### config.mk
export PLATFORM = sky130hd
export DESIGN_NAME = otp_osc_ctrl
export DESIGN_NICKNAME = d
export VERILOG_FILES = /design/src/logic/otp_pkg.sv /design/src/logic/otp_osc_ctrl.sv
export VERILOG_INCLUDE_DIRS = /design/src /design/src/logic
export SDC_FILE = /design/constraint.sdc
export NUM_CORES = 1
export LEC_CHECK = 0
export BUFFER_PORTS_ARGS = -buffer_cell sky130_fd_sc_hd__buf_4
export CAP_MARGIN = 20
export CORE_MARGIN = 2
export CORE_UTILIZATION = 48
export CTS_BUF_LIST = sky130_fd_sc_hd__clkbuf_4 sky130_fd_sc_hd__clkbuf_8 sky130_fd_sc_hd__clkbuf_16
export DETAILED_ROUTE_END_ITERATION = 8
export GPL_TIMING_DRIVEN = 0
export PLACE_DENSITY = 0.77
export SLEW_MARGIN = 20
export SYNTH_ARGS = -nofsm -noshare
export SYNTH_HDL_FRONTEND = slang
export SYNTH_SLANG_ARGS = --single-unit
### constraint.sdc
create_clock -name aclk -period 2.5 [get_ports aclk]
set_input_delay 0.25 -clock aclk [delete_from_list [all_inputs] [get_ports aclk]]
set_output_delay 0.25 -clock aclk [all_outputs]
set_load 0.01 [all_outputs]
### src/logic/otp_osc_map.svh
`ifndef OTP_OSC_MAP_SVH
`define OTP_OSC_MAP_SVH

// Register word indices (osc_trim_reg index chosen locally)
`define OTP_IDX_TRIM         12'hf9b
`define OTP_IDX_CTRL2        12'hf87
`define OTP_IDX_MODE         12'hf90
`define OTP_IDX_STATUS       12'hf94

// Bus byte addresses: four times the word index, so every register is word aligned
`define OTP_ADDR_W           14
`define OTP_ADDR_TRIM        {`OTP_IDX_TRIM, 2'h0}
`define OTP_ADDR_CTRL2       {`OTP_IDX_CTRL2, 2'h0}
`define OTP_ADDR_MODE        {`OTP_IDX_MODE, 2'h0}
`define OTP_ADDR_STATUS      {`OTP_IDX_STATUS, 2'h0}

// osc_trim_reg fields
`define OTP_TRIM_SRC_BIT     7
`define OTP_TRIM_FREQ_MULTIPLIER_ENABLE_BIT   6
`define OTP_TRIM_LSB         0
`define OTP_TRIM_MSB         5
`define OTP_TRIM_RESET       8'h00

// oscillator_control_two fields
`define OTP_C2_RUN_BIT       6
`define OTP_C2_DRV_BIT       4
`define OTP_C2_GO_BIT        3
`define OTP_C2_RSV_BIT       2
`define OTP_C2_RESET         8'h14
`define OTP_C2_WMASK         8'h1c

// Mode register fields
`define OTP_MODE_LSB         0
`define OTP_MODE_MSB         1
`define OTP_MODE_RESET       2'h0

// Status register fields
`define OTP_ST_PLLON_BIT     0
`define OTP_ST_LOCK_BIT      1
`define OTP_ST_ONPLL_BIT     2
`define OTP_ST_SOSCON_BIT    3
`define OTP_ST_SETTLE_BIT    4

// Timing
`define OTP_CLK_MHZ          125
`define OTP_SETTLE_NS        1000
`define OTP_SETTLE_CYC       ((`OTP_SETTLE_NS * `OTP_CLK_MHZ) / 1000)
`define OTP_SETTLE_W         8
`define OTP_NOMINAL_KHZ      8000
`define OTP_SLOW_KHZ         31

// AXI responses
`define OTP_RESP_OKAY        2'h0
`define OTP_RESP_SLVERR      2'h2

`endif

### src/logic/otp_pkg.sv
package otp_pkg;

    // Oscillator modes: only the multiplied mode may use the PLL
    typedef enum logic [1:0] {
        OTP_MODE_FAST     = 2'h0,
        OTP_MODE_SLOW     = 2'h1,
        OTP_MODE_MULT     = 2'h2,
        OTP_MODE_SECOND   = 2'h3
    } otp_mode_t;

    // Core clock switch sequencer
    typedef enum logic [1:0] {
        OTP_CLK_BASE,
        OTP_CLK_WAIT_LOCK,
        OTP_CLK_ON_PLL
    } otp_clk_state_t;

    // Analog control bundle toward the oscillator block
    typedef struct packed {
        logic [5:0] fast_trim;
        logic       low_freq_source_select;
        logic       pll_enable;
        logic       core_on_pll;
        logic       secondary_run;
    } otp_osc_ctrl_t;

endpackage : otp_pkg

### src/logic/otp_osc_ctrl.sv
// Summary of operation
// - Trim write starts oscillator retune, about 1us
// - Core keeps running; no completion flag
// - Source select picks 31 kHz oscillator
// - PLL enabled only in multiplied mode
// - No immediate switch while PLL locks
// - Switch to PLL automatically on lock
// - Nominal untrimmed frequency is 8.0 MHz
// - Trim never touches slow RC
// - Higher trim value gives higher frequency
// - Force-on keeps secondary oscillator running, except with a digital clock input
`include "otp_osc_map.svh"

module otp_osc_ctrl (
    // Clock and reset
    input  wire logic                  aclk,
    input  wire logic                  aresetn,
    // AXI4-Lite write address
    input  wire logic [`OTP_ADDR_W-1:0] s_axi_awaddr,
    input  wire logic                  s_axi_awvalid,
    output logic                       s_axi_awready,
    // AXI4-Lite write data
    input  wire logic [31:0]           s_axi_wdata,
    input  wire logic [3:0]            s_axi_wstrb,
    input  wire logic                  s_axi_wvalid,
    output logic                       s_axi_wready,
    // AXI4-Lite write response
    output logic [1:0]                 s_axi_bresp,
    output logic                       s_axi_bvalid,
    input  wire logic                  s_axi_bready,
    // AXI4-Lite read address
    input  wire logic [`OTP_ADDR_W-1:0] s_axi_araddr,
    input  wire logic                  s_axi_arvalid,
    output logic                       s_axi_arready,
    // AXI4-Lite read data
    output logic [31:0]                s_axi_rdata,
    output logic [1:0]                 s_axi_rresp,
    output logic                       s_axi_rvalid,
    input  wire logic                  s_axi_rready,
    // Oscillator block status
    input  wire logic                  pll_locked,
    input  wire logic                  secondary_request,
    input  wire logic                  secondary_digital_in,
    // Oscillator block control
    output otp_pkg::otp_osc_ctrl_t     osc_ctrl,
    output logic [`OTP_TRIM_MSB:0]     slow_rc_trim,
    output logic [13:0]                fast_osc_khz
);

    // Register storage
    logic [7:0]                   trim_reg;
    logic [7:0]                   ctrl2_reg;
    otp_pkg::otp_mode_t           mode_reg;
    otp_pkg::otp_clk_state_t      clk_state;
    otp_pkg::otp_clk_state_t      next_clk_state;
    logic [`OTP_SETTLE_W-1:0]     settle_cnt;
    logic                         aw_held;
    logic                         w_held;
    logic [`OTP_ADDR_W-1:0]       aw_addr;
    logic [31:0]                  w_data;
    logic                         w_lane0;

    // Write decode happens once both halves are held
    // Exact byte compare: only the aligned word of each register answers
    wire        wr_fire   = aw_held && w_held && !s_axi_bvalid;
    wire        wr_lane   = wr_fire && w_lane0;
    wire        wr_trim   = wr_lane && (aw_addr == `OTP_ADDR_TRIM);
    wire        wr_ctrl2  = wr_lane && (aw_addr == `OTP_ADDR_CTRL2);
    wire        wr_mode   = wr_lane && (aw_addr == `OTP_ADDR_MODE);
    wire        wr_known  = is_mapped(aw_addr);
    wire        rd_fire   = s_axi_arvalid && s_axi_arready;

    // Mapped address check shared by both channels
    function automatic logic is_mapped(input logic [`OTP_ADDR_W-1:0] a);
        is_mapped = (a == `OTP_ADDR_TRIM) || (a == `OTP_ADDR_CTRL2) ||
                    (a == `OTP_ADDR_MODE) || (a == `OTP_ADDR_STATUS);
    endfunction : is_mapped

    // Handshake outputs: accept each channel while empty
    // A held half blocks a second offer until the response is out
    assign s_axi_awready = !aw_held;
    assign s_axi_wready  = !w_held;
    assign s_axi_arready = !s_axi_rvalid;

    // Write channel capture, either order
    always_ff @(posedge aclk) begin
        if (!aresetn) begin
            aw_held <= 1'b0;
            w_held  <= 1'b0;
            aw_addr <= '0;
            w_data  <= 32'h0000_0000;
            w_lane0 <= 1'b0;
        end else begin
            if (s_axi_awvalid && !aw_held) begin
                aw_held <= 1'b1;
                aw_addr <= s_axi_awaddr;
            end else if (wr_fire) begin
                aw_held <= 1'b0;
            end
            if (s_axi_wvalid && !w_held) begin
                w_held  <= 1'b1;
                w_data  <= s_axi_wdata;
                w_lane0 <= s_axi_wstrb[0];
            end else if (wr_fire) begin
                w_held <= 1'b0;
            end
        end
    end

    // Write response one cycle after both halves meet
    always_ff @(posedge aclk) begin
        if (!aresetn) begin
            s_axi_bvalid <= 1'b0;
            s_axi_bresp  <= `OTP_RESP_OKAY;
        end else if (wr_fire) begin
            s_axi_bvalid <= 1'b1;
            s_axi_bresp  <= wr_known ? `OTP_RESP_OKAY : `OTP_RESP_SLVERR;
        end else if (s_axi_bready) begin
            s_axi_bvalid <= 1'b0;
        end
    end

    always_ff @(posedge aclk) begin
        if (!aresetn) begin
            trim_reg <= `OTP_TRIM_RESET;
        end else if (wr_trim) begin
            trim_reg <= w_data[7:0];
        end
    end

    // Force-on, drive and reserved bits writable; run flag not
    always_ff @(posedge aclk) begin
        if (!aresetn) begin
            ctrl2_reg <= `OTP_C2_RESET;
        end else if (wr_ctrl2) begin
            ctrl2_reg <= (ctrl2_reg & ~`OTP_C2_WMASK) | (w_data[7:0] & `OTP_C2_WMASK);
        end
    end

    // Oscillator mode selection
    always_ff @(posedge aclk) begin
        if (!aresetn) begin
            mode_reg <= otp_pkg::otp_mode_t'(`OTP_MODE_RESET);
        end else if (wr_mode) begin
            mode_reg <= otp_pkg::otp_mode_t'(w_data[`OTP_MODE_MSB:`OTP_MODE_LSB]);
        end
    end

    wire pll_allowed = (mode_reg == otp_pkg::OTP_MODE_MULT);
    wire pll_request = pll_allowed && trim_reg[`OTP_TRIM_FREQ_MULTIPLIER_ENABLE_BIT];

    always_comb begin
        next_clk_state = clk_state;
        case (clk_state)
            otp_pkg::OTP_CLK_BASE: begin
                if (pll_request) begin
                    next_clk_state = otp_pkg::OTP_CLK_WAIT_LOCK;
                end
            end
            otp_pkg::OTP_CLK_WAIT_LOCK: begin
                if (!pll_request) begin
                    next_clk_state = otp_pkg::OTP_CLK_BASE;
                end else if (pll_locked) begin
                    next_clk_state = otp_pkg::OTP_CLK_ON_PLL;
                end
            end
            otp_pkg::OTP_CLK_ON_PLL: begin
                if (!pll_request) begin
                    next_clk_state = otp_pkg::OTP_CLK_BASE;
                end
            end
            default: begin
                next_clk_state = otp_pkg::OTP_CLK_BASE;
            end
        endcase
    end

    // Clock switch state register
    always_ff @(posedge aclk) begin
        if (!aresetn) begin
            clk_state <= otp_pkg::OTP_CLK_BASE;
        end else begin
            clk_state <= next_clk_state;
        end
    end

    // Settling window after a trim write, internal only
    // Core is never stalled by it
    // Kept internal on purpose: software gets no completion flag
    always_ff @(posedge aclk) begin
        if (!aresetn) begin
            settle_cnt <= '0;
        end else if (wr_trim) begin
            settle_cnt <= `OTP_SETTLE_W'(`OTP_SETTLE_CYC);
        end else if (settle_cnt != '0) begin
            settle_cnt <= settle_cnt - 1'b1;
        end
    end

    // Secondary runs on request, in secondary mode, or on force unless digital input
    wire force_on      = ctrl2_reg[`OTP_C2_GO_BIT] && !secondary_digital_in;
    wire secondary_on  = secondary_request || force_on ||
                         (mode_reg == otp_pkg::OTP_MODE_SECOND);
    // Run flag follows the system clock source
    wire sys_on_second = (mode_reg == otp_pkg::OTP_MODE_SECOND);

    // Source select passed to the 31 kHz mux
    // Signed trim adds monotonically to nominal
    // Nominal 8.0 MHz with zero trim
    wire signed [6:0] trim_s = {trim_reg[`OTP_TRIM_MSB], trim_reg[`OTP_TRIM_MSB:`OTP_TRIM_LSB]};
    wire signed [14:0] freq_s = 15'sd`OTP_NOMINAL_KHZ + 15'(trim_s) * 15'sd40;

    // Registered control outputs
    // Registered so the analog side sees glitch-free controls
    always_ff @(posedge aclk) begin
        if (!aresetn) begin
            osc_ctrl     <= '0;
            slow_rc_trim <= '0;
            fast_osc_khz <= 14'(`OTP_NOMINAL_KHZ);
        end else begin
            osc_ctrl.fast_trim              <= trim_reg[`OTP_TRIM_MSB:`OTP_TRIM_LSB];
            osc_ctrl.low_freq_source_select <= trim_reg[`OTP_TRIM_SRC_BIT];
            osc_ctrl.pll_enable             <= pll_request;
            osc_ctrl.core_on_pll            <= (next_clk_state == otp_pkg::OTP_CLK_ON_PLL);
            osc_ctrl.secondary_run          <= secondary_on;
            slow_rc_trim                    <= '0;
            fast_osc_khz                    <= freq_s[13:0];
        end
    end

    // Read data mux
    // Only byte lane 0 carries data; upper lanes read as zero
    wire [7:0] ctrl2_view  = (ctrl2_reg & `OTP_C2_WMASK) | (8'(sys_on_second) << `OTP_C2_RUN_BIT);
    wire [7:0] status_view = (8'(pll_request)                           << `OTP_ST_PLLON_BIT)  |
                             (8'(pll_locked)                            << `OTP_ST_LOCK_BIT)   |
                             (8'(clk_state == otp_pkg::OTP_CLK_ON_PLL)  << `OTP_ST_ONPLL_BIT)  |
                             (8'(secondary_on)                          << `OTP_ST_SOSCON_BIT);
    wire [7:0] rd_byte =
        (s_axi_araddr == `OTP_ADDR_TRIM)   ? trim_reg :
        (s_axi_araddr == `OTP_ADDR_CTRL2)  ? ctrl2_view :
        (s_axi_araddr == `OTP_ADDR_MODE)   ? {6'h00, mode_reg} :
        (s_axi_araddr == `OTP_ADDR_STATUS) ? status_view : 8'h00;

    // Read response; unmapped reads answer SLVERR with zero data
    always_ff @(posedge aclk) begin
        if (!aresetn) begin
            s_axi_rvalid <= 1'b0;
            s_axi_rdata  <= 32'h0000_0000;
            s_axi_rresp  <= `OTP_RESP_OKAY;
        end else if (rd_fire) begin
            s_axi_rvalid <= 1'b1;
            s_axi_rdata  <= {24'h000000, rd_byte};
            s_axi_rresp  <= is_mapped(s_axi_araddr) ? `OTP_RESP_OKAY : `OTP_RESP_SLVERR;
        end else if (s_axi_rready) begin
            s_axi_rvalid <= 1'b0;
        end
    end

    // PLL never enabled outside multiplied mode
    pll_mode_gate_a: assert property (@(posedge aclk) disable iff (!aresetn)
        osc_ctrl.pll_enable |-> $past(mode_reg) == otp_pkg::OTP_MODE_MULT)
        else $error("PLL enabled outside multiplied mode");

    no_early_switch_a: assert property (@(posedge aclk) disable iff (!aresetn)
        $rose(clk_state == otp_pkg::OTP_CLK_ON_PLL) |-> $past(pll_locked))
        else $error("Core switched before PLL lock");

    // Lock while requested switches next cycle
    auto_switch_a: assert property (@(posedge aclk) disable iff (!aresetn)
        (clk_state == otp_pkg::OTP_CLK_WAIT_LOCK && pll_locked && pll_request)
        |=> clk_state == otp_pkg::OTP_CLK_ON_PLL ##0 osc_ctrl.core_on_pll)
        else $error("Core did not switch after lock");

    // Trim write reaches the oscillator two cycles later
    trim_apply_a: assert property (@(posedge aclk) disable iff (!aresetn)
        wr_trim |=> ##1 osc_ctrl.fast_trim == $past(w_data[5:0], 2))
        else $error("Trim not applied");

    force_on_a: assert property (@(posedge aclk) disable iff (!aresetn)
        force_on |=> osc_ctrl.secondary_run)
        else $error("Secondary not running under force-on");

    // Run flag read back follows the clock source
    run_flag_a: assert property (@(posedge aclk) disable iff (!aresetn)
        rd_fire && (s_axi_araddr == `OTP_ADDR_CTRL2)
        |=> s_axi_rdata[`OTP_C2_RUN_BIT] == ($past(mode_reg) == otp_pkg::OTP_MODE_SECOND))
        else $error("Run flag mismatch");

    slow_fixed_a: assert property (@(posedge aclk) disable iff (!aresetn)
        slow_rc_trim == '0)
        else $error("Slow RC trim moved");

    trim_mono_a: assert property (@(posedge aclk) disable iff (!aresetn)
        ($signed(osc_ctrl.fast_trim) > $signed($past(osc_ctrl.fast_trim)))
        |-> fast_osc_khz > $past(fast_osc_khz))
        else $error("Trim not monotonic");

    // Source select follows the stored bit
    src_sel_a: assert property (@(posedge aclk) disable iff (!aresetn)
        $past(aresetn) |-> osc_ctrl.low_freq_source_select == $past(trim_reg[`OTP_TRIM_SRC_BIT]))
        else $error("Source select mismatch");

    // Trim write opens the settling window
    settle_load_a: assert property (@(posedge aclk) disable iff (!aresetn)
        wr_trim |=> settle_cnt == `OTP_SETTLE_W'(`OTP_SETTLE_CYC))
        else $error("Settling window not loaded");

    read_while_settle_a: assert property (@(posedge aclk) disable iff (!aresetn)
        (settle_cnt != '0) && rd_fire |=> s_axi_rvalid)
        else $error("Read stalled during trim settling");

    // New PLL request keeps the current clock
    pll_wait_a: assert property (@(posedge aclk) disable iff (!aresetn)
        $rose(pll_request) |=> !osc_ctrl.core_on_pll)
        else $error("Core switched as soon as PLL was requested");

    // Force-on ignored for a digital clock input
    digital_input_a: assert property (@(posedge aclk) disable iff (!aresetn)
        secondary_digital_in && !secondary_request && (mode_reg != otp_pkg::OTP_MODE_SECOND)
        |=> !osc_ctrl.secondary_run)
        else $error("Secondary forced on with a digital input");

    nominal_freq_a: assert property (@(posedge aclk) disable iff (!aresetn)
        $rose(aresetn) |-> fast_osc_khz == 14'(`OTP_NOMINAL_KHZ))
        else $error("Untrimmed frequency not nominal");

    trim_mono_down_a: assert property (@(posedge aclk) disable iff (!aresetn)
        ($signed(osc_ctrl.fast_trim) < $signed($past(osc_ctrl.fast_trim)))
        |-> fast_osc_khz < $past(fast_osc_khz))
        else $error("Trim not monotonic downward");

endmodule : otp_osc_ctrl

==> out/metrics.yaml, run 1 <==
worstSetupStartpoint: "trim_reg[3]"
post-layout-total-power_mw: 2.473
number_of_standard_cell_rows_in_the_floorplan: 30
regToRegStartpoint: "trim_reg[3]"
grt_use_total_pct: 19.59
fp.coreArea_mm2: 0.006869
grt_max_degree: 13
timing_worst_setup_path_type: "reg2reg"
grt_overflow: 0
holdWs_ps: 119.2
crit_end: "fast_osc_khz[11]"
largest_reg_flops: 14
sinks_on_clock_net: 71
routed_wl_mm: 7.653
syn-instance-count: 392
finalSetupViolCount: 0
synth_warnings: 0
cp_max_fo: 6
fraction_of_layout_instances_using_a_drive_strength_above_1_pct: 27.92
die_height_um: 88.79
timing_worst_slew_pin_value_ps: 523.8
fin_nets: 604
leakagePower_nw: 2.108
postSynth.topFlopCell: "sky130_fd_sc_hd__dfxtp_1"
min_cycle_time_layout_ps: 2329
start_kind: "flop"
finalMaxSlewViolations: 0
r2r-end: "fast_osc_khz[11]"
numPortBuffers: 81
critPathCaptureType: "flop"
post_route_non_filler_standard_cell_count: 619
die_area_mm2: 0.007884
horizontal_extent_of_the_die_um: 88.79
synthArstFlopShare_pct: 0
report.final.hold_viol_count: 0
inserted_diodes: 0
holdCritPathClass: "in2reg"
grt_pass1_wl_mm: 11.78
seq_area_frac_synth_pct: 41.19
start_util_pct: 50.24
outcome: "complete, no violations"
synth_enable_flop_cells: 0
worstPathArrival_ps: 2610
drc_errors: 0
powerDensity_mw_per_mm2: 545.4
avgViaCountPerCell: 4.732
detail_route.first_pass.iterations: 4
cts_root_buffer: "sky130_fd_sc_hd__clkbuf_8"
clk_slew_on_worst_s_h_paths_ps: 70
place_area_mm2: 0.004307
post_layout_instance_area_mm2: 0.004534
slew_headroom_pct: 65.08
tritoncts_clock_tree: "done"
finalSetupTns_ps: 0
cts.path.max_buffers: 2
ant_nets: 0
reg_top3: "aw_addr: 14 flops, osc_ctrl: 10 flops, fast_osc_khz: 9 flops"
rsz0062_at_grt: "false"
worst_clock_skew_ps: 9.559
critPathRequiredTime_ps: 2780
clock_latency_ps: 360
ctsHtreeMaxLevel: 3
synth.avg_cell_area_um2: 8.803
placed_cells_incl_taps: 603
worst-r2r-cell-count: 7
cts_made_buffers: 9
areaGrowthSynthToFinish_pct: 31.40
yosysUniqueCellTypes: 50
cap_viol_max_count: 0
postCtsSetupRepairBufs: 0
worst_ir_drop_vdd_mv: 0.3163
drt_iter0_drc: 70
fmax_mhz: 429.4
via_total_after_detailed_routing: 2929
first_global_vias: 2718
synth-seq-cells: 71
io_pins: 145
registers.top_by_ff_count: "aw_addr"
grt_antenna_before_repair: 0
hpwlAfterDp_mm: 5.971
final.period_utilization_pct: 93.15
regToRegSetupSlack_ps: 170
gp_congestion: 0.9356
wire_per_inst_um: 12.36
synth.cell_area_mm2: 0.003451
[layer usage]
| metal | global-route usage, % | up-vias | part of all wire, % |
|---|---|---|---|
| met5 | 0 | - | 0 |
| met2 | 32.70 | 93 | 48 |
| met1 | 23.57 | 1305 | 44 |
| met3 | 4.198 | 17 | 5.8 |
| li1 | - | 1514 | - |
| met4 | 10.33 | 0 | 2.1 |
[cell usage after synthesis (2+ instances only)]
master / count / area, µm²
sky130_fd_sc_hd__nand3b_1: 2 / 15.01
sky130_fd_sc_hd__o21ai_0: 7 / 35.03
sky130_fd_sc_hd__buf_2: 2 / 10.01
sky130_fd_sc_hd__a221oi_1: 2 / 17.52
sky130_fd_sc_hd__a31oi_1: 2 / 12.51
sky130_fd_sc_hd__and4_1: 2 / 17.52
sky130_fd_sc_hd__nor2_1: 15 / 56.30
sky130_fd_sc_hd__o31ai_1: 3 / 22.52
sky130_fd_sc_hd__nor4_1: 6 / 37.54
sky130_fd_sc_hd__nand3_1: 10 / 50.05
sky130_fd_sc_hd__nand2b_1: 4 / 25.02
sky130_fd_sc_hd__a21oi_1: 6 / 30.03
sky130_fd_sc_hd__and2_1: 12 / 75.07
sky130_fd_sc_hd__nor3b_1: 2 / 15.01
sky130_fd_sc_hd__nor3_1: 4 / 20.02
sky130_fd_sc_hd__inv_1: 9 / 33.78
sky130_fd_sc_hd__and4b_1: 2 / 20.02
sky130_fd_sc_hd__nand2_1: 72 / 270.3
sky130_fd_sc_hd__buf_4: 38 / 285.3
sky130_fd_sc_hd__mux2_2: 2 / 22.52
sky130_fd_sc_hd__and3_1: 5 / 31.28
sky130_fd_sc_hd__xor2_1: 4 / 35.03
sky130_fd_sc_hd__nor2b_1: 20 / 125.1
sky130_fd_sc_hd__o21a_1: 2 / 15.01
sky130_fd_sc_hd__mux2i_1: 15 / 150.1
sky130_fd_sc_hd__clkbuf_1: 10 / 37.54
sky130_fd_sc_hd__dfxtp_1: 71 / 1421
sky130_fd_sc_hd__ha_1: 11 / 137.6
sky130_fd_sc_hd__a211oi_1: 4 / 30.03
sky130_fd_sc_hd__xnor2_1: 2 / 17.52
sky130_fd_sc_hd__a21boi_0: 27 / 202.7
[layout by cell type (no fill, tap or decap), types with 3 or more instances in the layout]
cell type,count
sky130_fd_sc_hd__o31ai_1,3
sky130_fd_sc_hd__nor3_1,4
sky130_fd_sc_hd__inv_1,9
sky130_fd_sc_hd__o21ai_0,7
sky130_fd_sc_hd__mux2i_1,15
sky130_fd_sc_hd__xor2_1,4
sky130_fd_sc_hd__a21oi_1,5
sky130_fd_sc_hd__ha_1,11
sky130_fd_sc_hd__clkbuf_1,10
sky130_fd_sc_hd__nor2_1,15
sky130_fd_sc_hd__conb_1,35
sky130_fd_sc_hd__dfxtp_1,71
sky130_fd_sc_hd__and2_1,12
sky130_fd_sc_hd__nand2b_1,4
sky130_fd_sc_hd__and3_1,5
sky130_fd_sc_hd__a21boi_0,27
sky130_fd_sc_hd__nand3_1,10
sky130_fd_sc_hd__a211oi_1,4
sky130_fd_sc_hd__nor4_1,5
sky130_fd_sc_hd__nor2b_1,20
sky130_fd_sc_hd__clkbuf_8,9
sky130_fd_sc_hd__buf_4,119
sky130_fd_sc_hd__nand2_1,72
[report_power, final]
| group | internal (mW) | leakage [nW] | switching [mW] |
|---|---|---|---|
| clock network | 0.569 | 0.106 | 0.439 |
| logic | 0.141 | 1.42 | 0.132 |
| registers | 1.16 | 0.578 | 0.0270 |
[logic make-up after synthesis]
logic type | count (synthesis) | synth area share [%]
adder cells (fa/ha/maj) | 12 | 4.568
AO/OA/AOI/OAI | 62 | 12.80
buffers and inverters | 61 | 11.06
flip-flops | 71 | 41.19
AND/OR/NAND/NOR | 162 | 23.75
XOR/XNOR | 6 | 1.523
other | 1 | 0.1087
multiplexers | 17 | 5.003
[stage by stage]
step	worst slack (ps)	util [%]
after floorplan	368.6	-
after global placement	89.60	62.70
after detailed placement	86.26	62.70
after CTS	60.49	65.85
after global routing	14.35	66.01
final	171.4	66.01
[how the worst min path moves through the flow]
| stage | endpoint | cells after the start | from |
|---|---|---|---|
| global placement | clk_state[0] | 1 | clk_state[1] |
| floorplan | aw_held | 2 | s_axi_awvalid |
| detailed placement | clk_state[0] | 1 | clk_state[1] |
| finish | w_held | 3 | s_axi_wvalid |
| global route | s_axi_rvalid | 2 | s_axi_arvalid |
| CTS | w_held | 3 | s_axi_wvalid |
[worst max-delay path, cell delays in order, from the launching register on]
cell,delay [ps]
sky130_fd_sc_hd__dfxtp_1,430
sky130_fd_sc_hd__ha_1,270
sky130_fd_sc_hd__ha_1,360
sky130_fd_sc_hd__nand3_1,180
sky130_fd_sc_hd__a2111oi_1,460
sky130_fd_sc_hd__nor4_2,100
sky130_fd_sc_hd__o31ai_1,300
sky130_fd_sc_hd__o21bai_1,150
[layout make-up]
type                            count  area (µm²)
Fill cell                         587        2335
Buffer                             52       347.8
Inverter                            9       33.78
Multi-Input combinational cell    294        1787
Timing Repair Buffer               81       608.1
Clock inverter                      6       85.08
Tap cell                           96       120.1
Sequential cell                    71        1421
Clock buffer                       10       131.4
[repair_timing]
| item | in CTS | in global routing |
|---|---|---|
| hold buffers | 0 | 0 |
| setup endpoints to repair | 0 | 3 |
| resized for setup | 0 | 3 |
Note: power is estimated with default switching activity, not from simulation.
==> inputs of run 2 (changes only) <==
--- a/config.mk
+++ b/config.mk
@@ -6,6 +6,7 @@
 export SDC_FILE = /design/constraint.sdc
 export NUM_CORES = 1
 export LEC_CHECK = 0
+export ABC_CLOCK_PERIOD_IN_PS = 2500
 export BUFFER_PORTS_ARGS = -buffer_cell sky130_fd_sc_hd__buf_4
 export CAP_MARGIN = 20
 export CORE_MARGIN = 2
@@ -14,6 +15,7 @@
 export DETAILED_ROUTE_END_ITERATION = 8
 export GPL_TIMING_DRIVEN = 0
 export PLACE_DENSITY = 0.77
+export REMOVE_ABC_BUFFERS = 1
 export SLEW_MARGIN = 20
 export SYNTH_ARGS = -nofsm -noshare
 export SYNTH_HDL_FRONTEND = slang
==> out/metrics.yaml, run 2 (synthesis gave the netlist of run 1 again) <==
reg_top3: "aw_addr: 14 flops, osc_ctrl: 10 flops, fast_osc_khz: 9 flops"
layout.cells.most_common: "sky130_fd_sc_hd__buf_4"
final.period_utilization_pct: 96.03  # +2.9 points
grt_max_degree: 67  # +54
holdWs_ps: 133.1  # +13.88 ps
fin_nets: 553  # -8.4%
place_area_mm2: 0.003966  # -7.9%
layout_common_cells: "82 x sky130_fd_sc_hd__buf_4, 72 x sky130_fd_sc_hd__nand2_1, 69 x sky130_fd_sc_hd__dfxtp_1, 35 x sky130_fd_sc_hd__conb_1, 27 x sky130_fd_sc_hd__a21boi_0"
report.final.hold_viol_count: 0  # unchanged
registers.top_by_ff_count: "aw_addr"
largest_reg_flops: 14  # unchanged
cts.path.max_buffers: 2  # unchanged
avgViaCountPerCell: 4.889  # +3.3%
timing_worst_setup_path_type: "reg2reg"
powerDensity_mw_per_mm2: 546.0  # +0.12%
ctsHtreeMaxLevel: 3  # unchanged
post_route_non_filler_standard_cell_count: 568  # -8.2%
fraction_of_layout_instances_using_a_drive_strength_above_1_pct: 23.31  # -4.6 points
grt_use_total_pct: 17.50  # -2.1 points
worstPathBufferInverterCount: 0  # unchanged
sinks_on_clock_net: 71  # unchanged
worstSetupStartpoint: "trim_reg[5]"
worst_clock_skew_ps: 6.168  # -3.392 ps
clk_slew_on_worst_s_h_paths_ps: 80  # about the same
gp_congestion: 0.7835  # -16%
die_area_mm2: 0.007884  # unchanged
wire_per_inst_um: 12.37  # about the same
finalSetupViolCount: 0  # unchanged
tritoncts_clock_tree: "done"
worst-r2r-cell-count: 7  # unchanged
postCtsSetupRepairBufs: 0  # unchanged
first_global_vias: 2401  # -12%
leakagePower_nw: 1.874  # -11%
min_cycle_time_layout_ps: 2401  # +72.15 ps
finalSetupTns_ps: 0  # unchanged
timing.critical_path.slowest_stage_cell: "sky130_fd_sc_hd__dfxtp_4"
cp_max_fo: 12  # +6
via_total_after_detailed_routing: 2777  # -5.2%
fp.coreArea_mm2: 0.006869  # unchanged
min_path_cells: 3  # unchanged
cpMostUsedCell: "sky130_fd_sc_hd__ha_1"
critPathCaptureType: "flop"
number_of_standard_cell_rows_in_the_floorplan: 30  # unchanged
grt_overflow: 0  # unchanged
clock_latency_ps: 340  # -20 ps
cts_made_buffers: 9  # unchanged
slew_headroom_pct: 40.25  # -25 points
worst_ir_drop_vdd_mv: 0.2883  # -8.8%
worstPathArrival_ps: 2630  # +20 ps
filler_cell_count: 634  # +8.0%
holdCritPathClass: "in2reg"
finalMaxSlewViolations: 0  # unchanged
post_layout_instance_area_mm2: 0.004202  # -7.3%
hpwlAfterDp_mm: 5.071  # -15%
start_util_pct: 50.24  # unchanged
die_height_um: 88.79  # unchanged
max_stage_delay_ps: 450  # about the same
placed_cells_incl_taps: 552  # -8.5%
hold_path.startpoint: "s_axi_wvalid"
numPortBuffers: 82  # +1.2%
regToRegSetupSlack_ps: 100  # -70 ps
path_cells: "ha_1 > ha_1 > a21oi_2 > a21oi_1 > nor4_4 > o31ai_1 > o21bai_1"
drt_iter0_drc: 103  # +47%
grt_antenna_before_repair: 0  # unchanged
drc_errors: 0  # unchanged
worst_hold_endpoint: "w_held"
regToRegStartpoint: "trim_reg[5]"
cts_hold_buffers: 0  # unchanged
cap_viol_max_count: 0  # unchanged
critPathRequiredTime_ps: 2730  # -50 ps
r2r-end: "fast_osc_khz[11]"
detail_route.first_pass.iterations: 4  # unchanged
outcome: "complete, no violations"
grt_pass1_wl_mm: 10.65  # -9.6%
timing_worst_slew_pin_value_ps: 894.4  # +370.6 ps
critPathTopFamily: "compound AO/OA/AOI/OAI gates"
routed_wl_mm: 7.025  # -8.2%
ant_nets: 0  # unchanged
fmax_mhz: 416.5  # -3.0%
start_kind: "flop"
cts_root_buffer: "sky130_fd_sc_hd__clkbuf_8"
areaGrowthSynthToFinish_pct: 21.75
horizontal_extent_of_the_die_um: 88.79  # unchanged
io_pins: 145  # unchanged
inserted_diodes: 0  # unchanged
[run 2: power breakdown]
group	leakage (nW)	switching, mW	internal (mW)
Combinational	1.19	0.119	0.103
Clock	0.103	0.432	0.453
Sequential	0.579	0.0234	1.16
Total	1.87	0.574	1.72
[run 2: timing repair]
| action | CTS | global route |
|---|---|---|
| setup endpoints to repair | 3 | 3 |
| pin swaps | 1 | 0 |
| resized for setup | 2 | 8 |
[run 2: worst max-delay path by stage]
stage                             endpoint  slack, ps  cells after the start
after global placement    fast_osc_khz[11]       -100                      7
after CTS                 fast_osc_khz[11]          7                      7
after detailed placement  fast_osc_khz[11]       -230                      7
after global routing      fast_osc_khz[11]         -4                      7
after floorplan           fast_osc_khz[11]        200                      7
final                     fast_osc_khz[11]        100                      7
[run 2: metrics by stage]
stage / power (mW) / setup slack (ps) / utilization, %
detailed placement: 1.436 / -226.5 / 57.74
global placement: 1.430 / -101.5 / 57.74
global route: 2.390 / -4.328 / 61.17
floorplan: 1.320 / 203.8 / -
CTS: 2.306 / 7.492 / 60.58
finish: 2.294 / 99.20 / 61.17
[run 2: final cells by class]
| type | count | area [µm²] | area share, % |
|---|---|---|---|
| clock inverter | 7 | 63.81 | 1.519 |
| sequential | 71 | 1426 | 33.95 |
| inverter | 9 | 33.78 | 0.8040 |
| timing repair buffer | 82 | 615.6 | 14.65 |
| multi-input combinational | 294 | 1818 | 43.27 |
| clock buffer | 9 | 123.9 | 2.948 |
| tap | 96 | 120.1 | 2.859 |
[run 2: worst register-to-register path: stages (launching register included)]
cell and delay (ps):
sky130_fd_sc_hd__dfxtp_4 450, sky130_fd_sc_hd__ha_1 270, sky130_fd_sc_hd__ha_1 380, sky130_fd_sc_hd__a21oi_2 350, sky130_fd_sc_hd__a21oi_1 170, sky130_fd_sc_hd__nor4_4 340
sky130_fd_sc_hd__o31ai_1 150, sky130_fd_sc_hd__o21bai_1 190
[run 2: per-layer routing]
layer / GRT usage [%] / routed length, µm
met1: 20.70 / 2995
met3: 3.918 / 386
met2: 28.97 / 3459
met4: 10.33 / 183
met5: 0 / 0
